## src/hw/pcrs_pkg.sv

```systemverilog
// program counter and return stack: shared constants, offsets and types
// assumes a single 50 MHz clock and a synchronous active-high reset
package pcrs_pkg;
    // ======================================================================
    // widths
    localparam int PC_W = 21;
    localparam int SP_W = 5;
    localparam int STACK_DEPTH = 31;
    // ======================================================================
    // register map, byte addresses on the plain register port
    localparam logic [3:0] ADDR_PC_LOW = 4'h0;
    localparam logic [3:0] ADDR_HIGH_LATCH = 4'h1;
    localparam logic [3:0] ADDR_UPPER_LATCH = 4'h2;
    localparam logic [3:0] ADDR_TOP_LOW = 4'h3;
    localparam logic [3:0] ADDR_TOP_HIGH = 4'h4;
    localparam logic [3:0] ADDR_TOP_UPPER = 4'h5;
    localparam logic [3:0] ADDR_STACK_PTR = 4'h6;
    // ======================================================================
    // stack pointer register fields
    localparam int SPR_FULL_BIT = 7;
    localparam int SPR_UNDER_BIT = 6;
    // ======================================================================
    // reset values and step
    localparam logic [20:0] PC_RESET = 21'h000000;
    localparam logic [4:0] SP_RESET = 5'h00;
    localparam logic [4:0] SP_TOP = 5'h1f;
    localparam logic [20:0] PC_STEP = 21'h000002;
    // sequencer operations
    typedef enum logic [2:0] {
        PCRS_OP_NEXT,
        PCRS_OP_JUMP,
        PCRS_OP_CALL,
        PCRS_OP_RETURN,
        PCRS_OP_HOLD
    } pcrs_op_e;
endpackage

```

## src/hw/pcrs_core.sv

```systemverilog
// program counter, counter latches and hardware return stack of the cpu core
// assumes the sequencer gives one operation per clock and software accesses
// registers over a plain strobe port with read data one cycle later
//
// Notes on behaviour
// RULE1 - instruction counter is 21 bits held as low, high and upper bytes
// RULE2 - low byte is read/write; high byte loads only through high latch
// RULE3 - upper byte is not directly accessible; loads only through upper latch
// RULE4 - writing the low byte copies both latches into high and upper bytes
// RULE5 - reading the low byte copies high and upper bytes into latches
// RULE6 - bit 0 is always zero; sequential instructions advance by two
// RULE7 - calls, jumps and branches load the target, latches not used
// RULE8 - calls and interrupt acknowledges push the counter, up to 31 deep
// RULE9 - returns of every kind pop the stack into the counter
// RULE10 - call and return leave both latches unchanged
// RULE11 - stack is 31 by 21 bits, 5-bit pointer, apart from memories
// RULE12 - every reset zeroes the pointer; pointer zero has no entry
// RULE13 - push increments pointer first, then writes the selected entry
// RULE14 - pop moves selected entry to counter, then decrements pointer
// RULE15 - top-entry byte registers read and write the selected entry
// RULE16 - software reads and writes the pointer, values 0 through 31
// RULE17 - software masks interrupts while touching stack registers
// RULE18 - full flag sets after 31 pushes; cleared by software or power-on
// RULE19 - with overflow reset on, 31st push stores pc+2, flags, resets
// RULE20 - with overflow reset off, pointer sticks at 31, no overwrite
// RULE21 - pop at pointer zero sets underflow flag, pointer stays zero
`timescale 1ns/10ps
`default_nettype none
module pcrs_core #(
    parameter int PC_WIDTH = 21,
    parameter int DEPTH = 31
) (
    input wire logic clk,
    input wire logic reset,
    input wire logic power_on_reset,
    input wire logic overflow_reset_enable,
    input wire pcrs_pkg::pcrs_op_e seq_op,
    input wire logic int_ack,
    input wire logic [20:0] jump_target,
    input wire logic [3:0] reg_addr,
    input wire logic [7:0] reg_wdata,
    input wire logic reg_wr,
    input wire logic reg_rd,
    output logic [7:0] reg_rdata,
    output logic [20:0] instr_counter,
    output logic stack_full_flag,
    output logic stack_underflow_flag,
    output logic overflow_reset_req
);
    import pcrs_pkg::*;

    // ======================================================================
    // state
    typedef struct packed {
        logic [20:0] pc;
        logic [7:0] high_latch;
        logic [4:0] upper_latch;
        logic [4:0] sp;
        logic full;
        logic under;
        logic ovf_req;
        logic [7:0] rdata;
    } pcrs_state_s;

    pcrs_state_s st;
    pcrs_state_s next_st;

    // ======================================================================
    // stack storage
    logic mem_we;
    logic [4:0] mem_widx;
    logic [20:0] mem_wdata;
    logic [20:0] top_entry;

    // flip-flop array kept apart from program and data space; see RULE11
    pcrs_stack_mem #(
        .WIDTH(PC_WIDTH),
        .DEPTH(DEPTH)
    ) u_stack (
        .clk(clk),
        .wr_en(mem_we),
        .wr_idx(mem_widx),
        .wr_data(mem_wdata),
        .rd_idx(st.sp),
        .rd_data(top_entry)
    );

    // ======================================================================
    // decoded strobes
    logic push;
    logic pop;
    logic wr_pcl;
    logic rd_pcl;
    logic [20:0] pc_seq;

    always_comb begin
        push = int_ack || seq_op == PCRS_OP_CALL; // see RULE8
        pop = !int_ack && seq_op == PCRS_OP_RETURN; // see RULE9
        wr_pcl = reg_wr && reg_addr == ADDR_PC_LOW;
        rd_pcl = reg_rd && reg_addr == ADDR_PC_LOW;
        pc_seq = st.pc + PC_STEP; // see RULE6
    end

    // ======================================================================
    // next state; calls, returns and jumps win over a software counter write in the
    // same cycle and the write wins over a step, which the core never issues together anyway
    always_comb begin
        next_st = st;
        next_st.ovf_req = 1'b0;
        mem_we = 1'b0;
        mem_widx = st.sp;
        mem_wdata = st.pc;

        // software register writes
        if (reg_wr) begin
            unique case (reg_addr)
                ADDR_PC_LOW: begin
                    // latches join the new low byte in one step; see RULE4
                    next_st.pc = {st.upper_latch, st.high_latch, reg_wdata[7:1], 1'b0};
                end
                ADDR_HIGH_LATCH: next_st.high_latch = reg_wdata; // see RULE2
                ADDR_UPPER_LATCH: next_st.upper_latch = reg_wdata[4:0]; // see RULE3
                ADDR_TOP_LOW: begin
                    mem_we = 1'b1; // see RULE15
                    mem_wdata = {top_entry[20:8], reg_wdata};
                end
                ADDR_TOP_HIGH: begin
                    mem_we = 1'b1; // see RULE15
                    mem_wdata = {top_entry[20:16], reg_wdata, top_entry[7:0]};
                end
                ADDR_TOP_UPPER: begin
                    mem_we = 1'b1; // see RULE15
                    mem_wdata = {reg_wdata[4:0], top_entry[15:0]};
                end
                ADDR_STACK_PTR: begin
                    // flags clear by writing zero; a hardware set below wins
                    next_st.sp = reg_wdata[4:0]; // see RULE16
                    next_st.full = st.full & reg_wdata[SPR_FULL_BIT]; // see RULE18
                    next_st.under = st.under & reg_wdata[SPR_UNDER_BIT]; // see RULE21
                end
                default: ;
            endcase
        end

        // reading the low byte snapshots the upper bytes; see RULE5
        if (rd_pcl) begin
            next_st.high_latch = st.pc[15:8];
            next_st.upper_latch = st.pc[20:16];
        end

        // sequencer; latches untouched on call and return, see RULE10
        if (push) begin
            if (st.sp == SP_TOP) begin
                // already full with reset off: no overwrite, pointer holds
                next_st.full = 1'b1; // see RULE20
                next_st.pc = {jump_target[20:1], 1'b0}; // see RULE6
            end else if (st.sp == SP_TOP - 5'h01 && overflow_reset_enable) begin
                // 31st push stores pc+2 and asks for a device reset; see RULE19
                mem_we = 1'b1;
                mem_widx = SP_TOP;
                mem_wdata = pc_seq;
                next_st.full = 1'b1;
                next_st.sp = SP_RESET;
                next_st.ovf_req = 1'b1;
                next_st.pc = PC_RESET;
            end else begin
                // increment first, then write the new slot; see RULE13
                mem_we = 1'b1;
                mem_widx = st.sp + 5'h01;
                mem_wdata = int_ack ? st.pc : pc_seq;
                next_st.sp = st.sp + 5'h01;
                if (st.sp == SP_TOP - 5'h01) begin
                    next_st.full = 1'b1; // see RULE18
                end
                next_st.pc = {jump_target[20:1], 1'b0}; // see RULE7 RULE6
            end
        end else if (pop) begin
            if (st.sp == SP_RESET) begin
                next_st.under = 1'b1; // see RULE21
                next_st.pc = PC_RESET;
            end else begin
                // entry first, then decrement; see RULE14
                next_st.pc = {top_entry[20:1], 1'b0};
                next_st.sp = st.sp - 5'h01;
            end
        end else if (seq_op == PCRS_OP_JUMP) begin
            next_st.pc = {jump_target[20:1], 1'b0}; // see RULE7
        end else if (seq_op == PCRS_OP_NEXT && !wr_pcl) begin
            next_st.pc = pc_seq; // see RULE6
        end

        // read data, valid the cycle after the strobe
        next_st.rdata = 8'h00;
        if (reg_rd) begin
            unique case (reg_addr)
                ADDR_PC_LOW: next_st.rdata = st.pc[7:0];
                ADDR_HIGH_LATCH: next_st.rdata = st.high_latch;
                ADDR_UPPER_LATCH: next_st.rdata = {3'h0, st.upper_latch};
                ADDR_TOP_LOW: next_st.rdata = top_entry[7:0];
                ADDR_TOP_HIGH: next_st.rdata = top_entry[15:8];
                ADDR_TOP_UPPER: next_st.rdata = {3'h0, top_entry[20:16]};
                ADDR_STACK_PTR: next_st.rdata = {st.full, st.under, 1'b0, st.sp};
                default: next_st.rdata = 8'h00;
            endcase
        end
    end

    // ======================================================================
    // registers; flags survive ordinary resets, only power-on reset or a software write of zero clears them
    always_ff @(posedge clk) begin
        if (reset) begin
            st.pc <= PC_RESET;
            st.high_latch <= 8'h00;
            st.upper_latch <= 5'h00;
            st.sp <= SP_RESET; // see RULE12
            st.ovf_req <= 1'b0;
            st.rdata <= 8'h00;
            if (power_on_reset) begin
                st.full <= 1'b0; // see RULE18
                st.under <= 1'b0;
            end else begin
                st.full <= next_st.full;
                st.under <= next_st.under;
            end
        end else begin
            st <= next_st;
        end
    end

    // ======================================================================
    // outputs
    assign instr_counter = st.pc; // see RULE1
    assign stack_full_flag = st.full;
    assign stack_underflow_flag = st.under;
    assign overflow_reset_req = st.ovf_req;
    assign reg_rdata = st.rdata;
endmodule
`default_nettype wire

```

## src/hw/pcrs_stack_mem.sv

```systemverilog
// return stack storage: flip-flop array of 31 entries
// assumes one write port and combinational read at the caller's index
`timescale 1ns/10ps
`default_nettype none
module pcrs_stack_mem #(
    parameter int WIDTH = 21,
    parameter int DEPTH = 31
) (
    input wire logic clk,
    input wire logic wr_en,
    input wire logic [4:0] wr_idx,
    input wire logic [WIDTH-1:0] wr_data,
    input wire logic [4:0] rd_idx,
    output logic [WIDTH-1:0] rd_data
);
    // ======================================================================
    // storage; slot i serves pointer value i+1, pointer zero has no entry
    logic [WIDTH-1:0] mem [DEPTH];

    genvar i;
    generate
        for (i = 0; i < DEPTH; i++) begin : g_entry
            // data path only; no reset needed on stored addresses
            always_ff @(posedge clk) begin
                if (wr_en && wr_idx == 5'(i + 1)) begin
                    mem[i] <= wr_data;
                end
            end
        end
    endgenerate

    // pointer zero reads as zero since nothing stands behind it
    always_comb begin
        if (rd_idx == 5'h00) begin
            rd_data = '0;
        end else begin
            rd_data = mem[rd_idx - 5'h01];
        end
    end
endmodule
`default_nettype wire

```

## config.mk

```make
export PLATFORM = sky130hd
export DESIGN_NAME = pcrs_core
export DESIGN_NICKNAME = d
export VERILOG_FILES = /design/src/hw/pcrs_pkg.sv /design/src/hw/pcrs_core.sv /design/src/hw/pcrs_stack_mem.sv
export SDC_FILE = /design/constraint.sdc
export NUM_CORES = 1
export LEC_CHECK = 0
export ABC_AREA = 1
export BUFFER_PORTS_ARGS = -buffer_cell sky130_fd_sc_hd__clkbuf_2
export CAP_MARGIN = 20
export CORE_MARGIN = 2
export CORE_UTILIZATION = 50
export CTS_CLUSTER_SIZE = 24
export DETAILED_ROUTE_END_ITERATION = 8
export HOLD_SLACK_MARGIN = 0.08
export PLACE_DENSITY = 0.74
export SLEW_MARGIN = 20
export SYNTH_ARGS = -nofsm -noshare
export SYNTH_HDL_FRONTEND = slang
export SYNTH_SLANG_ARGS = --single-unit
```

## constraint.sdc

```tcl
create_clock -name clk -period 6.65 [get_ports clk]
set_input_delay 0.3325 -clock clk [delete_from_list [all_inputs] [get_ports clk]]
set_output_delay 0.3325 -clock clk [all_outputs]
set_load 0.01 [all_outputs]
```

==> flow_metrics.env, run 1 <==
export IMPL_layout_setup_ws_ns=1.90
export IMPL_drive_above_1_share_pct=10.7
export IMPL_die_w_um=252
export IMPL_holdBufCountCts=20
export IMPL_cp_top_family="simple AND/OR/NAND/NOR gates"
export IMPL_overflow=0
export IMPL_period_minus_slack_ns=4.75
export IMPL_grt_pass1_vias=22000
export IMPL_yosysWarnings=0
export IMPL_ys_types=39
export IMPL_finish_utilization_pct=55.9
export IMPL_max_slew_margin_pct=29.2
export IMPL_syn_nets=3016
export IMPL_tightestPinTransition_ns=1.06
export IMPL_viasPerCell=6.03
export IMPL_io_buffers=72
export IMPL_path_class="register to register"
export IMPL_area_growth_pct=11.3
export IMPL_peakVddDrop_uv=199
export IMPL_dp_hpwl_um=54400
export IMPL_antenna_found_initial=0
export IMPL_cp_slowest_cell="dfxtp_4"
export IMPL_finalSetupViolations=0
export IMPL_ys_ff_latch=700
export IMPL_crit_buf_inv=4
export IMPL_grt_use_total_pct=28.2
export IMPL_start_util_pct=50.3
export IMPL_fillerInstances=4988
export IMPL_num_io_pins=75
export IMPL_status="completed"
export IMPL_critPathMaxFanout=55
export IMPL_holdWs_ns=0.125
export IMPL_finClkSkew_ns=0.0217
export IMPL_numCtsBuffers=71
export IMPL_drv_slew=0
export IMPL_first_pass_iters=6
export IMPL_grt_pass1_wl_um=134000
export IMPL_cts_sinks=700
export IMPL_die_h_um=252
export IMPL_min_period_over_period_pct=71.5
export IMPL_syn_avg_cell_area_sq_um=10.4
export IMPL_final_area_sq_mm=0.0343
export IMPL_netlist_area_sq_mm=0.0308
export IMPL_drt_total_wl_um=90700
export IMPL_fin_nets=3040
export IMPL_ys_seq_area_share_pct=66.6
export IMPL_dr_total_vias=23100
export IMPL_post_cts_setup_buffer_count=0
export IMPL_required_ns=6.74
export IMPL_worstPathArrival_ns=4.85
export IMPL_synth_top_area_cell="edfxtp_1"
export IMPL_antenna_left=0
export IMPL_gp_congestion=0.980
export IMPL_insertion_delay_ns=0.62
export IMPL_pre_cts_ws_ns=1.97
export IMPL_leakagePower_nw=12.4
export IMPL_crit_chain="inv_8 > ha_4 > inv_1 > nand2_1 > nand2_4 > clkinv_2 > buf_12 > nand3_1 > nand3_1 > nand3_1 > nand2_1 > nand2_1 > nor2_1 > o21ai_0 > nand2_1"
export IMPL_max_clock_freq_mhz=210
export IMPL_yosys_top_cells_area="edfxtp_1, nand2_1, nand3_1, dfxtp_1, a21oi_1"
export IMPL_wl_per_cell_um=23.6
export IMPL_hold_class="input port to register"
export IMPL_path_clk_slew_ns=0.07
export IMPL_dr_first_iter_drc_count=3102
export IMPL_drc_errors=0
export IMPL_synth_top_area_share_pct=63.4
export IMPL_synth_cells=2968
export IMPL_critical_path_max_stage_delay_ns=0.73
export IMPL_hold_viol_final=0
export IMPL_maxCapViolCount=0
export IMPL_core_area_sq_mm=0.0614
export IMPL_endpoint_kind="register"
export IMPL_clockRootBuffer="clkbuf_16"
export IMPL_grt_max_degree=206
export IMPL_core_rowCount=91
export IMPL_place_area_sq_mm=0.0319
export IMPL_cts_tree="yes"
export IMPL_p_per_area_mw_per_mm2=302
export IMPL_path_common_cell="nand2_1"
export IMPL_cts_resized=0
export IMPL_rsz0062_at_grt="false"
export IMPL_startpoint_type="register"
export IMPL_htreeDepth=3
export IMPL_finalSetupTns_ns=0
export IMPL_dieArea_sq_mm=0.0637
export IMPL_antenna_cells=0
export IMPL_cts_buffer_depth=3
[routing by layer]
metal | up-vias | track usage (%) | share of wire [%]
met4 | 0 | 12.2 | 3.7
li1 | 10500 | - | -
met2 | 1364 | 45.9 | 48
met5 | - | 0 | 0
met3 | 212 | 4.34 | 9.0
met1 | 11100 | 37.9 | 40
[where the power goes]
group | switching (mW) | leakage, nW | internal (mW)
clock network | 1.65 | 1.05 | 2.12
logic | 1.14 | 4.96 | 0.397
registers | 0.0655 | 6.36 | 5.00
total | 2.85 | 12.4 | 7.52
[Yosys cell counts (all sizes together)]
master / instances
nand2: 879
nand3: 656
edfxtp: 651
buf: 139
nor2: 126
a21oi: 116
inv: 82
clkbuf: 71
o21ai: 71
dfxtp: 49
a31oi: 26
o211ai: 22
o22ai: 18
xor2: 11
or2: 10
a221oi: 9
a22oi: 8
nand4: 7
clkinv: 6
ha: 5
nor3: 2
a211oi: 1
conb: 1
nor3b: 1
o32ai: 1
[per-stage QoR]
step                total power, mW  cells
floorplan                      6.11   2968
global placement               6.61   3689
detailed placement             6.65   3689
CTS                            10.4   3836
global route                   10.7   3836
finish                         10.4   3836
[cells in the final DEF, fill, tap and decap left out, types with 4 or more instances in the layout]
master	n
o22ai_1	15
nand4_1	7
inv_2	7
dfxtp_1	48
xor2_1	11
nand2_1	874
o21ai_0	68
a22oi_1	8
a221oi_1	9
nand3_1	655
edfxtp_1	651
clkbuf_2	72
a21oi_1	99
buf_4	64
inv_1	73
clkbuf_1	16
o211ai_1	22
dlygate4sd3_1	20
clkinv_1	19
or2_2	9
nor2_2	34
a21oi_2	15
ha_1	4
clkbuf_16	74
clkinv_2	11
a31oi_1	26
nor2_1	89
buf_12	5
[path summary, 6_finish.rpt]
check        cells after the start       startpoint             endpoint  slack, ns
max                             15           st[11]  u_stack.mem[13][17]       1.90
min                              5  jump_target[13]    instr_counter[13]       0.12
max reg2reg                     15           st[11]  u_stack.mem[13][17]       1.90
min reg2reg                      2           st[19]               st[19]       0.49
[tightest hold or removal path, cell delays in order]
cell and delay (ns):
clkbuf_2 0.09, nand3_1 0.06, nand2_1 0.07, a21oi_1 0.05, a21oi_1 0.11
[state kept, by name (all words and copies together), names as in the netlist]
name	count
u_stack.mem	651
instr_counter	20
st	18
reg_rdata	8
overflow_reset_req	1
stack_full_flag	1
stack_underflow_flag	1
[final cells by class]
cell class | instances | area, sq um | area share [%]
multi-input combinational | 1970 | 9140 | 26.6
sequential | 700 | 20500 | 59.8
clock inverter | 37 | 256 | 0.747
clock buffer | 90 | 1910 | 5.57
tap | 790 | 988 | 2.88
timing repair buffer | 161 | 1140 | 3.33
inverter | 88 | 342 | 0.995
[cells by family after synthesis]
group,after synthesis,share of synthesized area (%)
other,1,0.0122
AND/OR/NAND/NOR,1681,23.4
AO/OA/AOI/OAI,272,5.08
buffers and inverters,298,4.43
adder cells (fa/ha/maj),5,0.203
flip-flops,700,66.6
XOR/XNOR,11,0.312
Note: power is estimated with default switching activity, not from simulation.
==> run 2, diff against run 1 <==
==> constraint.sdc (replaced) <==
create_clock -name clk -period 4.49 [get_ports clk]
set_input_delay 0.2245 -clock clk [delete_from_list [all_inputs] [get_ports clk]]
set_output_delay 0.2245 -clock clk [all_outputs]
set_load 0.01 [all_outputs]
==> run 2 against run 1 <==
Maximum frequency rose by 23%. Hold slack worse by 0.0095 ns. Critical path depth increased by 1. Critical endpoint is now u_stack.mem[19][17]. Largest power group unchanged.
==> flow_metrics.env, run 2 (same netlist as run 1, synthesis figures left out) <==
export IMPL_status="completed"
export IMPL_maxCapViolCount=0
export IMPL_min_period_over_period_pct=86.4
export IMPL_startpoint_type="register"
export IMPL_crit_chain="inv_1 > ha_4 > inv_1 > nand2_1 > nand2_4 > clkinv_2 > buf_12 > nand3_1 > nand3_1 > nand3_1 > nand2_1 > nand2_1 > nor2_1 > o21ai_0 > nand2_1 > buf_4"
export IMPL_required_ns=4.81
export IMPL_largest_register="u_stack.mem"
export IMPL_finalSetupViolations=0
export IMPL_core_area_sq_mm=0.0614
export IMPL_r2r_slack_ns=0.61
export IMPL_max_clock_freq_mhz=258
export IMPL_layout_setup_ws_ns=0.609
export IMPL_fin_nets=3063
export IMPL_hold_class="input port to register"
export IMPL_fillerInstances=4915
export IMPL_leakagePower_nw=12.5
export IMPL_cp_slowest_cell="clkinv_2"
export IMPL_rsz0062_at_grt="false"
export IMPL_numCtsBuffers=71
export IMPL_clockRootBuffer="clkbuf_16"
export IMPL_hold_viol_final=0
export IMPL_drv_slew=0
export IMPL_start_util_pct=50.3
export IMPL_wl_per_cell_um=23.1
export IMPL_cts_tree="yes"
export IMPL_tightestPinTransition_ns=1.08
export IMPL_path_clk_slew_ns=0.07
export IMPL_layout_commonest_cell="nand2_1"
export IMPL_fin_cells=3853
export IMPL_area_growth_pct=12.4
export IMPL_r2r_start="st[12]"
export IMPL_worstHoldPathCells=6
export IMPL_final_cell_mix="nand2_1, nand3_1, edfxtp_1, a21oi_1, nor2_1"
export IMPL_min_from="reg_addr[3]"
export IMPL_path_common_cell="nand2_1"
export IMPL_grt_use_total_pct=27.9
export IMPL_endpoint_kind="register"
export IMPL_dp_hpwl_um=54400
export IMPL_die_h_um=252
export IMPL_antenna_cells=0
export IMPL_crit_cells=16
export IMPL_period_minus_slack_ns=3.88
export IMPL_die_w_um=252
export IMPL_cts_buffer_depth=3
export IMPL_pre_cts_ws_ns=0.773
export IMPL_post_cts_setup_buffer_count=0
export IMPL_path_class="register to register"
export IMPL_antenna_found_initial=1
export IMPL_cts_resized=0
export IMPL_worstRegToRegCells=16
export IMPL_drive_above_1_share_pct=11.0
export IMPL_num_io_pins=75
export IMPL_dr_total_vias=23200
export IMPL_grt_pass1_vias=22300
export IMPL_gp_congestion=0.983
export IMPL_first_pass_iters=5
export IMPL_peakVddDrop_uv=238
export IMPL_crit_buf_inv=5
export IMPL_worstPathArrival_ns=4.20
export IMPL_dp_cells=3704
export IMPL_io_buffers=72
export IMPL_insertion_delay_ns=0.62
export IMPL_max_slew_margin_pct=28.2
export IMPL_cp_top_family="buffers and inverters"
export IMPL_grt_max_degree=202
export IMPL_r2r_end="u_stack.mem[19][17]"
export IMPL_grt_pass1_wl_um=134000
export IMPL_dr_first_iter_drc_count=3019
export IMPL_p_per_area_mw_per_mm2=454
export IMPL_dieArea_sq_mm=0.0637
export IMPL_finClkSkew_ns=0.0201
export IMPL_hold_end="st[26]"
export IMPL_finalSetupTns_ns=0
export IMPL_drt_total_wl_um=88800
export IMPL_overflow=0
export IMPL_antenna_left=0
export IMPL_drc_errors=0
export IMPL_largest_register_ffs=651
export IMPL_htreeDepth=3
export IMPL_critPathMaxFanout=32
export IMPL_core_rowCount=91
export IMPL_cts_sinks=700
export IMPL_critical_path_max_stage_delay_ns=0.68
export IMPL_holdBufCountCts=27
export IMPL_viasPerCell=6.02
## run 2: cell types whose count changed in the layout (fill, tap and decap cells not counted), sizes merged
cell,delta
inv,-1
clkinv,-12
bufinv,+7
buf,+16
dlygate4sd3,+7
clkbuf,+2
clkinvlp,-2
## run 2: how the worst max path moves through the flow
stage                 from  slack, ns                  end
finish              st[12]       0.61  u_stack.mem[19][17]
detailed placement  st[12]       0.77  u_stack.mem[22][17]
CTS                 st[12]       0.71  u_stack.mem[22][17]
floorplan           st[11]       1.07   u_stack.mem[0][16]
global placement    st[12]       0.82  u_stack.mem[21][17]
global route        st[12]       0.47  u_stack.mem[22][17]
## run 2: worst reg2reg max path, cell delays in order (launching register included)
cell	delay [ns]
dfxtp_1	0.45
inv_1	0.16
ha_4	0.19
inv_1	0.05
nand2_1	0.07
nand2_4	0.26
clkinv_2	0.69
buf_12	0.44
nand3_1	0.13
nand3_1	0.12
nand3_1	0.25
nand2_1	0.11
nand2_1	0.15
nor2_1	0.05
o21ai_0	0.13
nand2_1	0.08
buf_4	0.23
## run 2: area by class of cell
class	count	area, sq um	area share (%)
sequential	700	20500	59.2
inverter	88	342	0.986
tap	790	988	2.85
timing repair buffer	184	1360	3.94
clock inverter	29	389	1.12
clock buffer	92	1920	5.54
multi-input combinational	1970	9120	26.3
## run 2: through the flow
step | total power [mW] | hold WS (ns) | instance area, sq um | util, %
CTS | 15.8 | 0.0864 | 34600 | 56.4
detailed placement | 9.84 | 0.456 | 32100 | 52.2
global placement | 9.78 | 0.449 | 32100 | 52.2
finish | 15.7 | 0.115 | 34700 | 56.5
global route | 16.2 | 0.178 | 34700 | 56.5
floorplan | 9.04 | 0.337 | 30800 | -
## run 2: power by group
part	total, mW	internal, mW	switching, mW	leakage [nW]
Sequential	7.48	7.40	0.0827	6.36
Clock	5.95	3.53	2.42	1.11
Combinational	2.29	0.613	1.68	5.07
## run 2: routing by layer
layer	wire length (um)	GRT usage, %
met1	35200	37.1
met2	42500	45.2
met3	7920	4.73
met4	3270	12.3
met5	10	0
